[src/pkg/io_decode_pkg.sv]
/*
 * Constants for the I/O address decoder: register addresses, reset values,
 * decode patterns, mask field positions and the slot count.
 * Assumes it is compiled before every design file that names it.
 */
package io_decode_pkg;

   // ****************************************************************
   // Register addresses (full 16-bit I/O addresses)
   // ****************************************************************
   localparam logic [15:0] ADDR_CS0_BASE_LOW = 16'h0C02;
   localparam logic [15:0] ADDR_CS0_BASE_HIGH = 16'h0C03;
   localparam logic [15:0] ADDR_CS1_BASE_LOW = 16'h0C04;
   localparam logic [15:0] ADDR_CS1_BASE_HIGH = 16'h0C05;
   localparam logic [15:0] ADDR_CS0_MASK_CONTROL = 16'h0C06;
   localparam logic [15:0] ADDR_CS1_MASK_CONTROL = 16'h0C07;

   // ****************************************************************
   // Reset values
   // ****************************************************************
   localparam logic [7:0] RST_CS0_BASE_LOW = 8'h00;
   localparam logic [7:0] RST_CS0_BASE_HIGH = 8'h00;
   localparam logic [7:0] RST_CS1_BASE_LOW = 8'h00;
   localparam logic [7:0] RST_CS1_BASE_HIGH = 8'h00;
   localparam logic [7:0] RST_CS0_MASK_CONTROL = 8'h00;
   localparam logic [7:0] RST_CS1_MASK_CONTROL = 8'h7F;

   // ****************************************************************
   // Field positions
   // ****************************************************************
   localparam int MASK_XCVR_BIT = 7;
   localparam int MASK_LOW_WIDTH = 7;

   // ****************************************************************
   // Decode patterns
   // ****************************************************************
   localparam logic [7:0] CMOS_RAM_HIGH = 8'h08;
   localparam logic [7:0] KBD_PATTERN = 8'h60;
   localparam logic [7:0] KBD_CARE = 8'hF1;
   localparam logic [7:0] CLOCK_CHIP_PATTERN = 8'h71;
   localparam logic [7:0] CLOCK_CHIP_CARE = 8'hF1;
   localparam logic [7:0] COPROC_PATTERN = 8'hE0;
   localparam logic [7:0] COPROC_CARE = 8'hE8;
   localparam logic [11:0] BUS_CTRL_PATTERN = 12'h0C1;
   localparam logic [7:0] KBD_CTRL_PORT = 8'h64;
   localparam logic [7:0] CPU_RESET_CMD = 8'hF0;
   localparam int SLOT_COUNT = 8;
   localparam int SLOT_BASE_HIGH = 4'h1;

endpackage

[src/rtl/slot_enable_decode.sv]
/*
 * Slot enable decoder: one enable per expansion slot.
 * Assumes slot-specific I/O space nXXXh with n = slot number (1..N),
 * and that motherboard I/O (high nibble 0) reaches every slot.
 */
module slot_enable_decode #(
   parameter int SLOTS = 8
) (
   input wire logic [15:0] addr,
   input wire logic mem_cycle,
   input wire logic dma_addr_flag,
   output logic [SLOTS-1:0] slot_enable
);

   // ****************************************************************
   // Per-slot decode
   // ****************************************************************
   for (genvar i = 0; i < SLOTS; i++) begin : g_slot
      always_comb begin
         // DMA-driven addresses enable every slot
         if (dma_addr_flag || mem_cycle) begin
            slot_enable[i] = 1'b1;
         end else if (addr[15:12] == 4'h0) begin
            slot_enable[i] = 1'b1;
         end else begin
            slot_enable[i] = (addr[15:12] == 4'(i + 1));
         end
      end
   end

endmodule

[src/rtl/io_address_decoder.sv]
/*
 * I/O address decoder: slot enables, peripheral chip selects, keyboard and
 * clock-chip strobes, CPU-reset arming and two programmable I/O selects.
 * Assumes all bus inputs are synchronous to sys_clk; strobes are active high
 * inputs here (asserted = command active) and all selects are active high.
 */
// Summary of operation
// - One address enable per slot, eight
// - Latch strobe rising edge captures all selects except clock chip select
// - DMA address flag qualifies slot and decodes
// - CMOS RAM control on 08XXh
// - Keyboard select on 0110 XXX0b
// - Test mode: kbd pin low, test high
// - Keyboard write with I/O write, unless arming
// - Write F0h to port 64h arms reset
// - Coprocessor select on 111X 0XXXb, no DMA
// - Clock chip select on read/write, 0111XXX1b
// - Clock chip rw only on write
// - Bus controller select C10h..C1Fh
// - GP selects decode 1 to 128 bytes
// - Select 0 compares against Cs0_base_low/Cs0_base_high
// - Cs0_mask_control bits 6:0 mask address bits
// - Mask bit 7 enables transceiver, default off
// - Select 0 resets to one byte at 0
// - Select 1 uses Cs1_base_low/Cs1_base_high/Cs1_mask_control, 128 bytes
module io_address_decoder #(
   parameter int SLOTS = io_decode_pkg::SLOT_COUNT
) (
   input wire logic sys_clk,
   input wire logic rst_n,
   input wire logic [15:2] latched_addr,
   input wire logic [6:0] sys_addr_low,
   input wire logic mem_cycle,
   input wire logic io_read_cmd,
   input wire logic io_write_cmd,
   input wire logic dma_addr_flag,
   input wire logic slot_enable_latch,
   input wire logic test_select_pin,
   input wire logic kbd_select_or_test_in,
   input wire logic [7:0] data_in,
   output logic [SLOTS-1:0] slot_enable,
   output logic cmos_ram_control,
   output logic kbd_select_or_test_out,
   output logic kbd_select_or_test_oe,
   output logic kbd_write_strobe,
   output logic coproc_select,
   output logic clock_chip_select,
   output logic clock_chip_rw,
   output logic bus_ctrl_select,
   output logic gp_select_0,
   output logic gp_select_1,
   output logic xbus_xcvr_enable,
   output logic arm_cpu_reset,
   output logic test_mode,
   output logic [7:0] data_out,
   output logic data_out_enable
);

   // ****************************************************************
   // Address assembly and helpers
   // ****************************************************************
   logic [15:0] addr;
   logic [SLOTS-1:0] slot_decode;

   assign addr = {latched_addr[15:7], sys_addr_low};

   function automatic logic gp_hit(input logic [15:0] a, input logic [15:0] base, input logic [7:0] mask);
      logic [6:0] care;
      care = ~mask[io_decode_pkg::MASK_LOW_WIDTH-1:0];
      gp_hit = (a[15:7] == base[15:7]) && (((a[6:0] ^ base[6:0]) & care) == 7'h00);
   endfunction

   function automatic logic byte_match(input logic [7:0] a, input logic [7:0] pat, input logic [7:0] care);
      byte_match = ((a ^ pat) & care) == 8'h00;
   endfunction

   slot_enable_decode #(
      .SLOTS(SLOTS)
   ) u_slot (
      .addr(addr),
      .mem_cycle(mem_cycle),
      .dma_addr_flag(dma_addr_flag),
      .slot_enable(slot_decode)
   );

   // ****************************************************************
   // Configuration registers
   // ****************************************************************
   logic [7:0] cs0_base_low, cs0_base_high, cs1_base_low, cs1_base_high;
   logic [7:0] cs0_mask_control, cs1_mask_control;
   logic [7:0] next_cs0_base_low, next_cs0_base_high, next_cs1_base_low, next_cs1_base_high;
   logic [7:0] next_cs0_mask_control, next_cs1_mask_control;
   logic host_write, host_read;

   assign host_write = io_write_cmd && !dma_addr_flag;
   assign host_read = io_read_cmd && !dma_addr_flag;

   always_comb begin
      next_cs0_base_low = cs0_base_low;
      next_cs0_base_high = cs0_base_high;
      next_cs1_base_low = cs1_base_low;
      next_cs1_base_high = cs1_base_high;
      next_cs0_mask_control = cs0_mask_control;
      next_cs1_mask_control = cs1_mask_control;
      if (host_write) begin
         case (addr)
            io_decode_pkg::ADDR_CS0_BASE_LOW: next_cs0_base_low = data_in;
            io_decode_pkg::ADDR_CS0_BASE_HIGH: next_cs0_base_high = data_in;
            io_decode_pkg::ADDR_CS1_BASE_LOW: next_cs1_base_low = data_in;
            io_decode_pkg::ADDR_CS1_BASE_HIGH: next_cs1_base_high = data_in;
            io_decode_pkg::ADDR_CS0_MASK_CONTROL: next_cs0_mask_control = data_in;
            io_decode_pkg::ADDR_CS1_MASK_CONTROL: next_cs1_mask_control = data_in;
            default: ;
         endcase
      end
   end

   always_ff @(posedge sys_clk) begin
      if (!rst_n) begin
         cs0_base_low <= io_decode_pkg::RST_CS0_BASE_LOW;
         cs0_base_high <= io_decode_pkg::RST_CS0_BASE_HIGH;
         cs1_base_low <= io_decode_pkg::RST_CS1_BASE_LOW;
         cs1_base_high <= io_decode_pkg::RST_CS1_BASE_HIGH;
         cs0_mask_control <= io_decode_pkg::RST_CS0_MASK_CONTROL;
         cs1_mask_control <= io_decode_pkg::RST_CS1_MASK_CONTROL;
      end else begin
         cs0_base_low <= next_cs0_base_low;
         cs0_base_high <= next_cs0_base_high;
         cs1_base_low <= next_cs1_base_low;
         cs1_base_high <= next_cs1_base_high;
         cs0_mask_control <= next_cs0_mask_control;
         cs1_mask_control <= next_cs1_mask_control;
      end
   end

   // ****************************************************************
   // Combinational decodes
   // ****************************************************************
   logic dec_cmos, dec_kbd, dec_coproc, dec_clock, dec_bus_ctrl, dec_gp0, dec_gp1, dec_xcvr;
   logic dec_arm_write;
   logic [7:0] rd_data;
   logic rd_hit;

   always_comb begin
      dec_cmos = !dma_addr_flag && (addr[15:8] == io_decode_pkg::CMOS_RAM_HIGH);
      dec_kbd = !dma_addr_flag && (addr[15:8] == 8'h00) &&
         byte_match(addr[7:0], io_decode_pkg::KBD_PATTERN, io_decode_pkg::KBD_CARE);
      dec_coproc = !dma_addr_flag && (addr[15:8] == 8'h00) &&
         byte_match(addr[7:0], io_decode_pkg::COPROC_PATTERN, io_decode_pkg::COPROC_CARE);
      dec_clock = !dma_addr_flag && (addr[15:8] == 8'h00) &&
         byte_match(addr[7:0], io_decode_pkg::CLOCK_CHIP_PATTERN, io_decode_pkg::CLOCK_CHIP_CARE);
      dec_bus_ctrl = !dma_addr_flag && (addr[15:4] == io_decode_pkg::BUS_CTRL_PATTERN);
      dec_gp0 = !dma_addr_flag && gp_hit(addr, {cs0_base_high, cs0_base_low}, cs0_mask_control);
      dec_gp1 = !dma_addr_flag && gp_hit(addr, {cs1_base_high, cs1_base_low}, cs1_mask_control);
      dec_xcvr = (dec_gp0 && cs0_mask_control[io_decode_pkg::MASK_XCVR_BIT]) ||
         (dec_gp1 && cs1_mask_control[io_decode_pkg::MASK_XCVR_BIT]);
      dec_arm_write = host_write && (addr == {8'h00, io_decode_pkg::KBD_CTRL_PORT}) &&
         (data_in == io_decode_pkg::CPU_RESET_CMD);
   end

   always_comb begin
      rd_hit = 1'b1;
      case (addr)
         io_decode_pkg::ADDR_CS0_BASE_LOW: rd_data = cs0_base_low;
         io_decode_pkg::ADDR_CS0_BASE_HIGH: rd_data = cs0_base_high;
         io_decode_pkg::ADDR_CS1_BASE_LOW: rd_data = cs1_base_low;
         io_decode_pkg::ADDR_CS1_BASE_HIGH: rd_data = cs1_base_high;
         io_decode_pkg::ADDR_CS0_MASK_CONTROL: rd_data = cs0_mask_control;
         io_decode_pkg::ADDR_CS1_MASK_CONTROL: rd_data = cs1_mask_control;
         default: begin
            rd_data = 8'h00;
            rd_hit = 1'b0;
         end
      endcase
   end

   // ****************************************************************
   // Latched chip selects
   // ****************************************************************
   logic latch_prev, latch_rise;
   logic [SLOTS-1:0] next_slot_enable;
   logic next_cmos, next_kbd_sel, next_coproc, next_bus_ctrl, next_gp0, next_gp1, next_xcvr_sel;
   logic kbd_sel, xcvr_sel, clock_sel;

   assign latch_rise = slot_enable_latch && !latch_prev;

   always_comb begin
      next_slot_enable = slot_enable;
      next_cmos = cmos_ram_control;
      next_kbd_sel = kbd_sel;
      next_coproc = coproc_select;
      next_bus_ctrl = bus_ctrl_select;
      next_gp0 = gp_select_0;
      next_gp1 = gp_select_1;
      next_xcvr_sel = xcvr_sel;
      clock_sel = dec_clock;
      if (latch_rise) begin
         next_slot_enable = slot_decode;
         next_cmos = dec_cmos;
         next_kbd_sel = dec_kbd;
         next_coproc = dec_coproc;
         next_bus_ctrl = dec_bus_ctrl;
         next_gp0 = dec_gp0;
         next_gp1 = dec_gp1;
         next_xcvr_sel = dec_xcvr;
      end
   end

   always_ff @(posedge sys_clk) begin
      if (!rst_n) begin
         // Idle level of the strobe is high: no false capture at release
         latch_prev <= 1'b1;
         slot_enable <= '0;
         cmos_ram_control <= 1'b0;
         kbd_sel <= 1'b0;
         coproc_select <= 1'b0;
         bus_ctrl_select <= 1'b0;
         gp_select_0 <= 1'b0;
         gp_select_1 <= 1'b0;
         xcvr_sel <= 1'b0;
      end else begin
         latch_prev <= slot_enable_latch;
         slot_enable <= next_slot_enable;
         cmos_ram_control <= next_cmos;
         kbd_sel <= next_kbd_sel;
         coproc_select <= next_coproc;
         bus_ctrl_select <= next_bus_ctrl;
         gp_select_0 <= next_gp0;
         gp_select_1 <= next_gp1;
         xcvr_sel <= next_xcvr_sel;
      end
   end

   // ****************************************************************
   // Command strobes, reset arming and test mode
   // ****************************************************************
   logic next_kbd_write, next_clock_sel, next_clock_rw, next_arm, next_xcvr;
   logic next_test_mode, next_kbd_out, next_kbd_oe;
   logic [7:0] next_data_out;
   logic next_data_oe;

   always_comb begin
      next_arm = dec_arm_write;
      next_kbd_write = io_write_cmd && !next_arm;
      next_clock_sel = (io_read_cmd || io_write_cmd) && clock_sel;
      next_clock_rw = io_write_cmd && clock_sel;
      next_xcvr = xcvr_sel && (io_read_cmd || io_write_cmd);
      next_test_mode = test_mode;
      if (!rst_n) begin
         next_test_mode = !kbd_select_or_test_in && test_select_pin;
      end
      next_kbd_oe = rst_n && !test_mode;
      next_kbd_out = rst_n ? kbd_sel : 1'b1;
      next_data_out = rd_data;
      next_data_oe = host_read && rd_hit && !test_mode;
   end

   // Test mode is sampled while reset is held; its last value stands at release.
   always_ff @(posedge sys_clk) begin
      test_mode <= next_test_mode;
      if (!rst_n) begin
         kbd_write_strobe <= 1'b0;
         clock_chip_select <= 1'b0;
         clock_chip_rw <= 1'b0;
         arm_cpu_reset <= 1'b0;
         xbus_xcvr_enable <= 1'b0;
         kbd_select_or_test_out <= 1'b1;
         kbd_select_or_test_oe <= 1'b0;
         data_out <= 8'h00;
         data_out_enable <= 1'b0;
      end else begin
         kbd_write_strobe <= next_kbd_write;
         clock_chip_select <= next_clock_sel;
         clock_chip_rw <= next_clock_rw;
         arm_cpu_reset <= next_arm;
         xbus_xcvr_enable <= next_xcvr;
         kbd_select_or_test_out <= next_kbd_out;
         kbd_select_or_test_oe <= next_kbd_oe;
         data_out <= next_data_out;
         data_out_enable <= next_data_oe;
      end
   end

endmodule

[config.mk]
export PLATFORM = sky130hd
export DESIGN_NAME = io_address_decoder
export DESIGN_NICKNAME = d
export VERILOG_FILES = /design/src/pkg/io_decode_pkg.sv /design/src/rtl/slot_enable_decode.sv /design/src/rtl/io_address_decoder.sv
export SDC_FILE = /design/constraint.sdc
export NUM_CORES = 1
export LEC_CHECK = 0
export ABC_AREA = 1
export CELL_PAD_IN_SITES_DETAIL_PLACEMENT = 2
export CELL_PAD_IN_SITES_GLOBAL_PLACEMENT = 2
export CORE_MARGIN = 5
export CORE_UTILIZATION = 38
export CTS_CLUSTER_SIZE = 24
export DETAILED_ROUTE_END_ITERATION = 16
export DONT_BUFFER_PORTS = 1
export PLACE_DENSITY = 0.81
export SYNTH_ARGS = -nofsm -noshare
export SYNTH_HDL_FRONTEND = slang
export SYNTH_SLANG_ARGS = --single-unit
[constraint.sdc]
create_clock -name sys_clk -period 4.6 [get_ports sys_clk]
set_clock_uncertainty 0.15 [all_clocks]
set_input_delay 0.92 -clock sys_clk [delete_from_list [all_inputs] [get_ports sys_clk]]
set_output_delay 0.92 -clock sys_clk [all_outputs]
set_load 0.05 [all_outputs]
* After elaboration in Yosys (flattened, before gate mapping)
Index checks and enable logic that the tools add are counted.
** Word-level totals
- Input bits :: 38
- Output and inout port bits :: 30
- Register bits :: 81
** Operators by class
- Mux-type cells :: 18
- Bitwise operators :: 9
- Equality and inequality tests :: 20
- Reduce and logical (&&, ||, !) cells :: 47
** Operators by type and width (number)
- $eq 16x12->1 const B :: 6
- $pmux 8 s6 :: 1
- $logic_not 8->1 :: 4
- $logic_and 1x1->1 :: 25
- $eq 9x9->1 :: 2
- $mux 1 :: 17
- $eq 16x7->1 const B :: 1
- $eq 4x3->1 const B :: 4
- $and 7x7->7 :: 2
- $logic_not 7->1 :: 2
- $not 7->7 :: 2
- $xor 7x7->7 :: 2
- $eq 12x8->1 const B :: 1
- $reduce_and 2->1 :: 6
- $eq 4x2->1 const B :: 2
- $eq 8x4->1 const B :: 1
- $eq 8x8->1 const B :: 1
- $reduce_or 6->1 :: 1
- $logic_not 1->1 :: 5
- $eq 4x1->1 const B :: 1
- $eq 4x4->1 const B :: 1
- $logic_not 4->1 :: 1
- $not 4->4 :: 1
- $logic_or 1x1->1 :: 3
- other kinds (2) :: 2

* Longest topological paths before layout
- Depth in word-level cells :: 7
- Depth in mapped cells :: 11
- Gate-level depth less buffers :: 10

* Hierarchy
From an unflattened synthesis, not the netlist that was laid out.
** Unflattened totals
- Cell total of the unflattened synthesis :: 695
- Area, all modules :: 4355.4 um^2
** By module, submodules not included
- io_address_decoder :: area each 4237.8 um^2, instances 1, cells each 669
- slot_enable_decode :: area each 117.6 um^2, instances 1, cells each 26

* Worst setup path before layout
No wires, ideal clock.
- Kind :: input to register
- From :: input latched_addr[7] (netlist name)
- To :: register cs1_mask_control[2]
- Stages :: 8
- Arrival :: 2.144 ns
- Slack :: 2.164 ns
- Path through :: buf_4 nor2_4 nand2_4 nor3_4 nand4_4 buf_6 nand2_1 o211ai_2
** Between the ends
- Cells in the longest elaborated chain, start to end :: 2
** Ends and longest elaborated chain
- start, declared :: line io_address_decoder.sv:31 : input wire logic [15:2] latched_addr,
- $eq 16x12->1 :: line io_address_decoder.sv:106 : case (addr)
- $reduce_and 2->1 (no source line)
- end signal, assigned :: line io_address_decoder.sv:125 : cs1_mask_control <= io_decode_pkg::RST_CS1_MASK_CONTROL;
- end signal, assigned :: line io_address_decoder.sv:132 : cs1_mask_control <= next_cs1_mask_control;
- end, declared :: line io_address_decoder.sv:90 : logic [7:0] cs0_mask_control, cs1_mask_control;
No other way between the ends.
A chain may end at the register's enable or synchronous reset.

* Worst setup path after layout
- From :: input latched_addr[8] (netlist name)
- To :: register cs0_base_low[5]
** Between the ends
- Cells in the longest elaborated chain, start to end :: 2
** Ends and longest elaborated chain
- $eq 16x12->1 :: line io_address_decoder.sv:106
- $reduce_and 2->1 (no source line)
- end signal, assigned :: line io_address_decoder.sv:120 : cs0_base_low <= io_decode_pkg::RST_CS0_BASE_LOW;
- end signal, assigned :: line io_address_decoder.sv:127 : cs0_base_low <= next_cs0_base_low;
- end, declared :: line io_address_decoder.sv:89 : logic [7:0] cs0_base_low, cs0_base_high, cs1_base_low, cs1_base_high;
No other way between the ends.

==> flow_summary.ini <==
[cells_and_area]
utilization_pct = 42.20
drive_gt1_share_pct = 9.182
final_cells = 739
nNetsFinal = 632
syn_to_final_growth_pct = 7.805
n_antenna_cell = 0
fillers = 1361

[placed_design]
hpwl_um = 11930
dp.cells = 723
pre_cts_slack_ps = 1386
portBuffers = 0
place.gp.congestion = 0.8541

[logic_synthesis]
synth-seq-cells = 81
synth_edf_count = 1
syn_nets = 642
synth-async-reset-ratio_pct = 0
yosysSeqAreaShare_pct = 38.12
syn_avg_cell_area_um2 = 7.087
synth_ff_type = dfxtp_1
yosys_warnings = 0
syn_inst = 604
synth_area_um2 = 4280
synth_cell_type_count = 37

[cts]
clock_sinks = 81
clock_path_buffers = 2
clk_latency_ps = 350
root_buffer = clkbuf_16
htree_num_levels = 3
numCtsBuffers = 9
cts_hold_buf = 0
cts_setup_buffers = 0
cts_tree = built
clk_pin_slew_worst_paths_ps = 60
cts_resized = 0

[floorplan]
start_util_pct = 39.14
die_h_um = 116.1
die_w_um = 116.1
rows = 38
dieArea_um2 = 13490
core_area_um2 = 10940
ios = 68

[sta]
slew_headroom_pct = 31.30
worst_slack_ps = 1768
setup_viol_count_final = 0
period_minus_slack_ps = 2832
slew_violations = 0
final_hold_viol_count = 0
fin_crit_sh_pct = 61.56
rsz0062_at_grt = false
worst_slew_pin_slew_ps = 1021
tns_ps = 0
fmax_mhz = 353.2

[detailed_routing]
dr.pass1.iters = 4
drt_wl_total_um = 16180
drc = 0
drt-initial-drc-count = 137
route.antenna.remaining_nets = 0
num_vias = 4165
vias_per_cell = 5.636
wl_per_cell_um = 21.90

[global_route]
grtUsageTotal_pct = 25.51
antenna_found_initial = 0
grt_pass1_vias = 4700
grt_pass1_wl_um = 25890
grt.overflow.total = 0
grt_max_degree = 55

[power]
p_leak_nw = 1.968
power_density_nw_per_um2 = 338.3
peakVddDrop_mv = 0.1934

[critical_path]
endpoint_kind = flop
arrival_ps = 2900
worstSetupPathType = in2reg
cp_max_fo = 45
cp-start-kind = primary input
cp.required_ps = 4660

[outcome]
status = finished clean

[run]
drv_cap = 0

[hold_path]
hold_path.class = reg2reg
final timing paths:
kind / start / end / slack [ps] / cells after the start
worst min-delay path: kbd_sel$_SDFFE_PN0P_ / kbd_select_or_test_out$_SDFF_PN1_ / 300 / 1
worst min register to register: kbd_sel$_SDFFE_PN0P_ / kbd_select_or_test_out$_SDFF_PN1_ / 300 / 1
worst max-delay path: latched_addr[8] / cs0_base_low[5]$_SDFFE_PN0P_ / 1770 / 9
worst max register to register: latch_prev$_SDFF_PN1_ / slot_enable[5]$_SDFFE_PN0P_ / 2280 / 7
worst max-delay path, cell delays in order:
cell,delay [ps]
inv_2,50
nand2_1,80
nor2_1,200
nand2_1,170
nor2_8,570
buf_4,360
nand3_1,240
o21ai_0,250
nor2_1,60
cells in the final DEF, fill, tap and decap left out, types with 3 or more instances in the layout:
cell	n
inv_2	3
o21ai_0	42
inv_1	77
nor2_1	59
dfxtp_1	80
o221ai_1	3
o211ai_2	7
nand4_1	43
a21oi_1	52
clkinv_1	3
nand3_1	50
or2_2	3
clkbuf_16	9
nand3b_1	3
nand4_4	3
nor3_4	3
buf_4	5
nor2_2	4
nor3_1	6
nor2_4	4
nand2_1	115
layer usage:
metal	wire length [um]	GRT usage [%]	part of all wire, %
met1	6676	29.89	41
met2	8204	45.38	51
met3	771	4.767	4.8
met4	528	11.14	3.3
met5	0	0	0
layout make-up:
cell class,instances,area [um^2],share of cell area (%)
clock inverters,5,55.05,1.193
well taps,140,175.2,3.796
repair buffers,5,37.54,0.8134
multi-input cells,414,2161,46.83
flip-flops and latches,81,1632,35.36
clock buffers,11,242.7,5.260
inverters,83,311.5,6.752
per-stage QoR:
step                      power [mW]  hold slack (ps)  instance area, um^2
after detailed placement      0.8386            285.7                 4317
final                          1.561            299.4                 4614
after floorplan               0.8211            267.5                 4280
after global routing           1.625            330.8                 4614
after global placement        0.8336            276.6                 4317
after CTS                      1.576            299.8                 4614
synthesized netlist by cell type, types with 6 or more instances:
master,instances,area [um^2]
a21oi_1,52,260.3
buf_6,8,90.09
clkbuf_1,10,37.54
dfxtp_1,80,1602
inv_1,77,289.0
nand2_1,115,431.7
nand3_1,50,250.2
nand4_1,43,269.0
nor2_1,59,221.5
nor3_1,6,30.03
o211ai_2,7,87.58
o21ai_0,42,210.2
cells by family (layout without fill, tap and decap cells):
group	after synthesis	count (layout)	synth area share (%)
flops	81	81	38.12
simple gates	303	303	35.69
buf+inv	109	104	11.40
compound gates	111	111	14.79
registers in the layout, indices dropped and copies added (netlist names), 8 cells and up:
| signal | flops |
|---|---|
| cs0_base_high | 8 |
| cs1_base_high | 8 |
| cs0_base_low | 8 |
| cs1_base_low | 8 |
| cs0_mask_control | 8 |
| slot_enable | 8 |
| data_out | 8 |
| cs1_mask_control | 8 |
report_power, final:
part	switching (mW)	internal, mW	leakage [nW]
Clock	0.304	0.434	0.142
Combinational	0.0621	0.0220	1.17
Sequential	0.0288	0.711	0.657
Note: power is estimated with default switching activity, not from simulation.
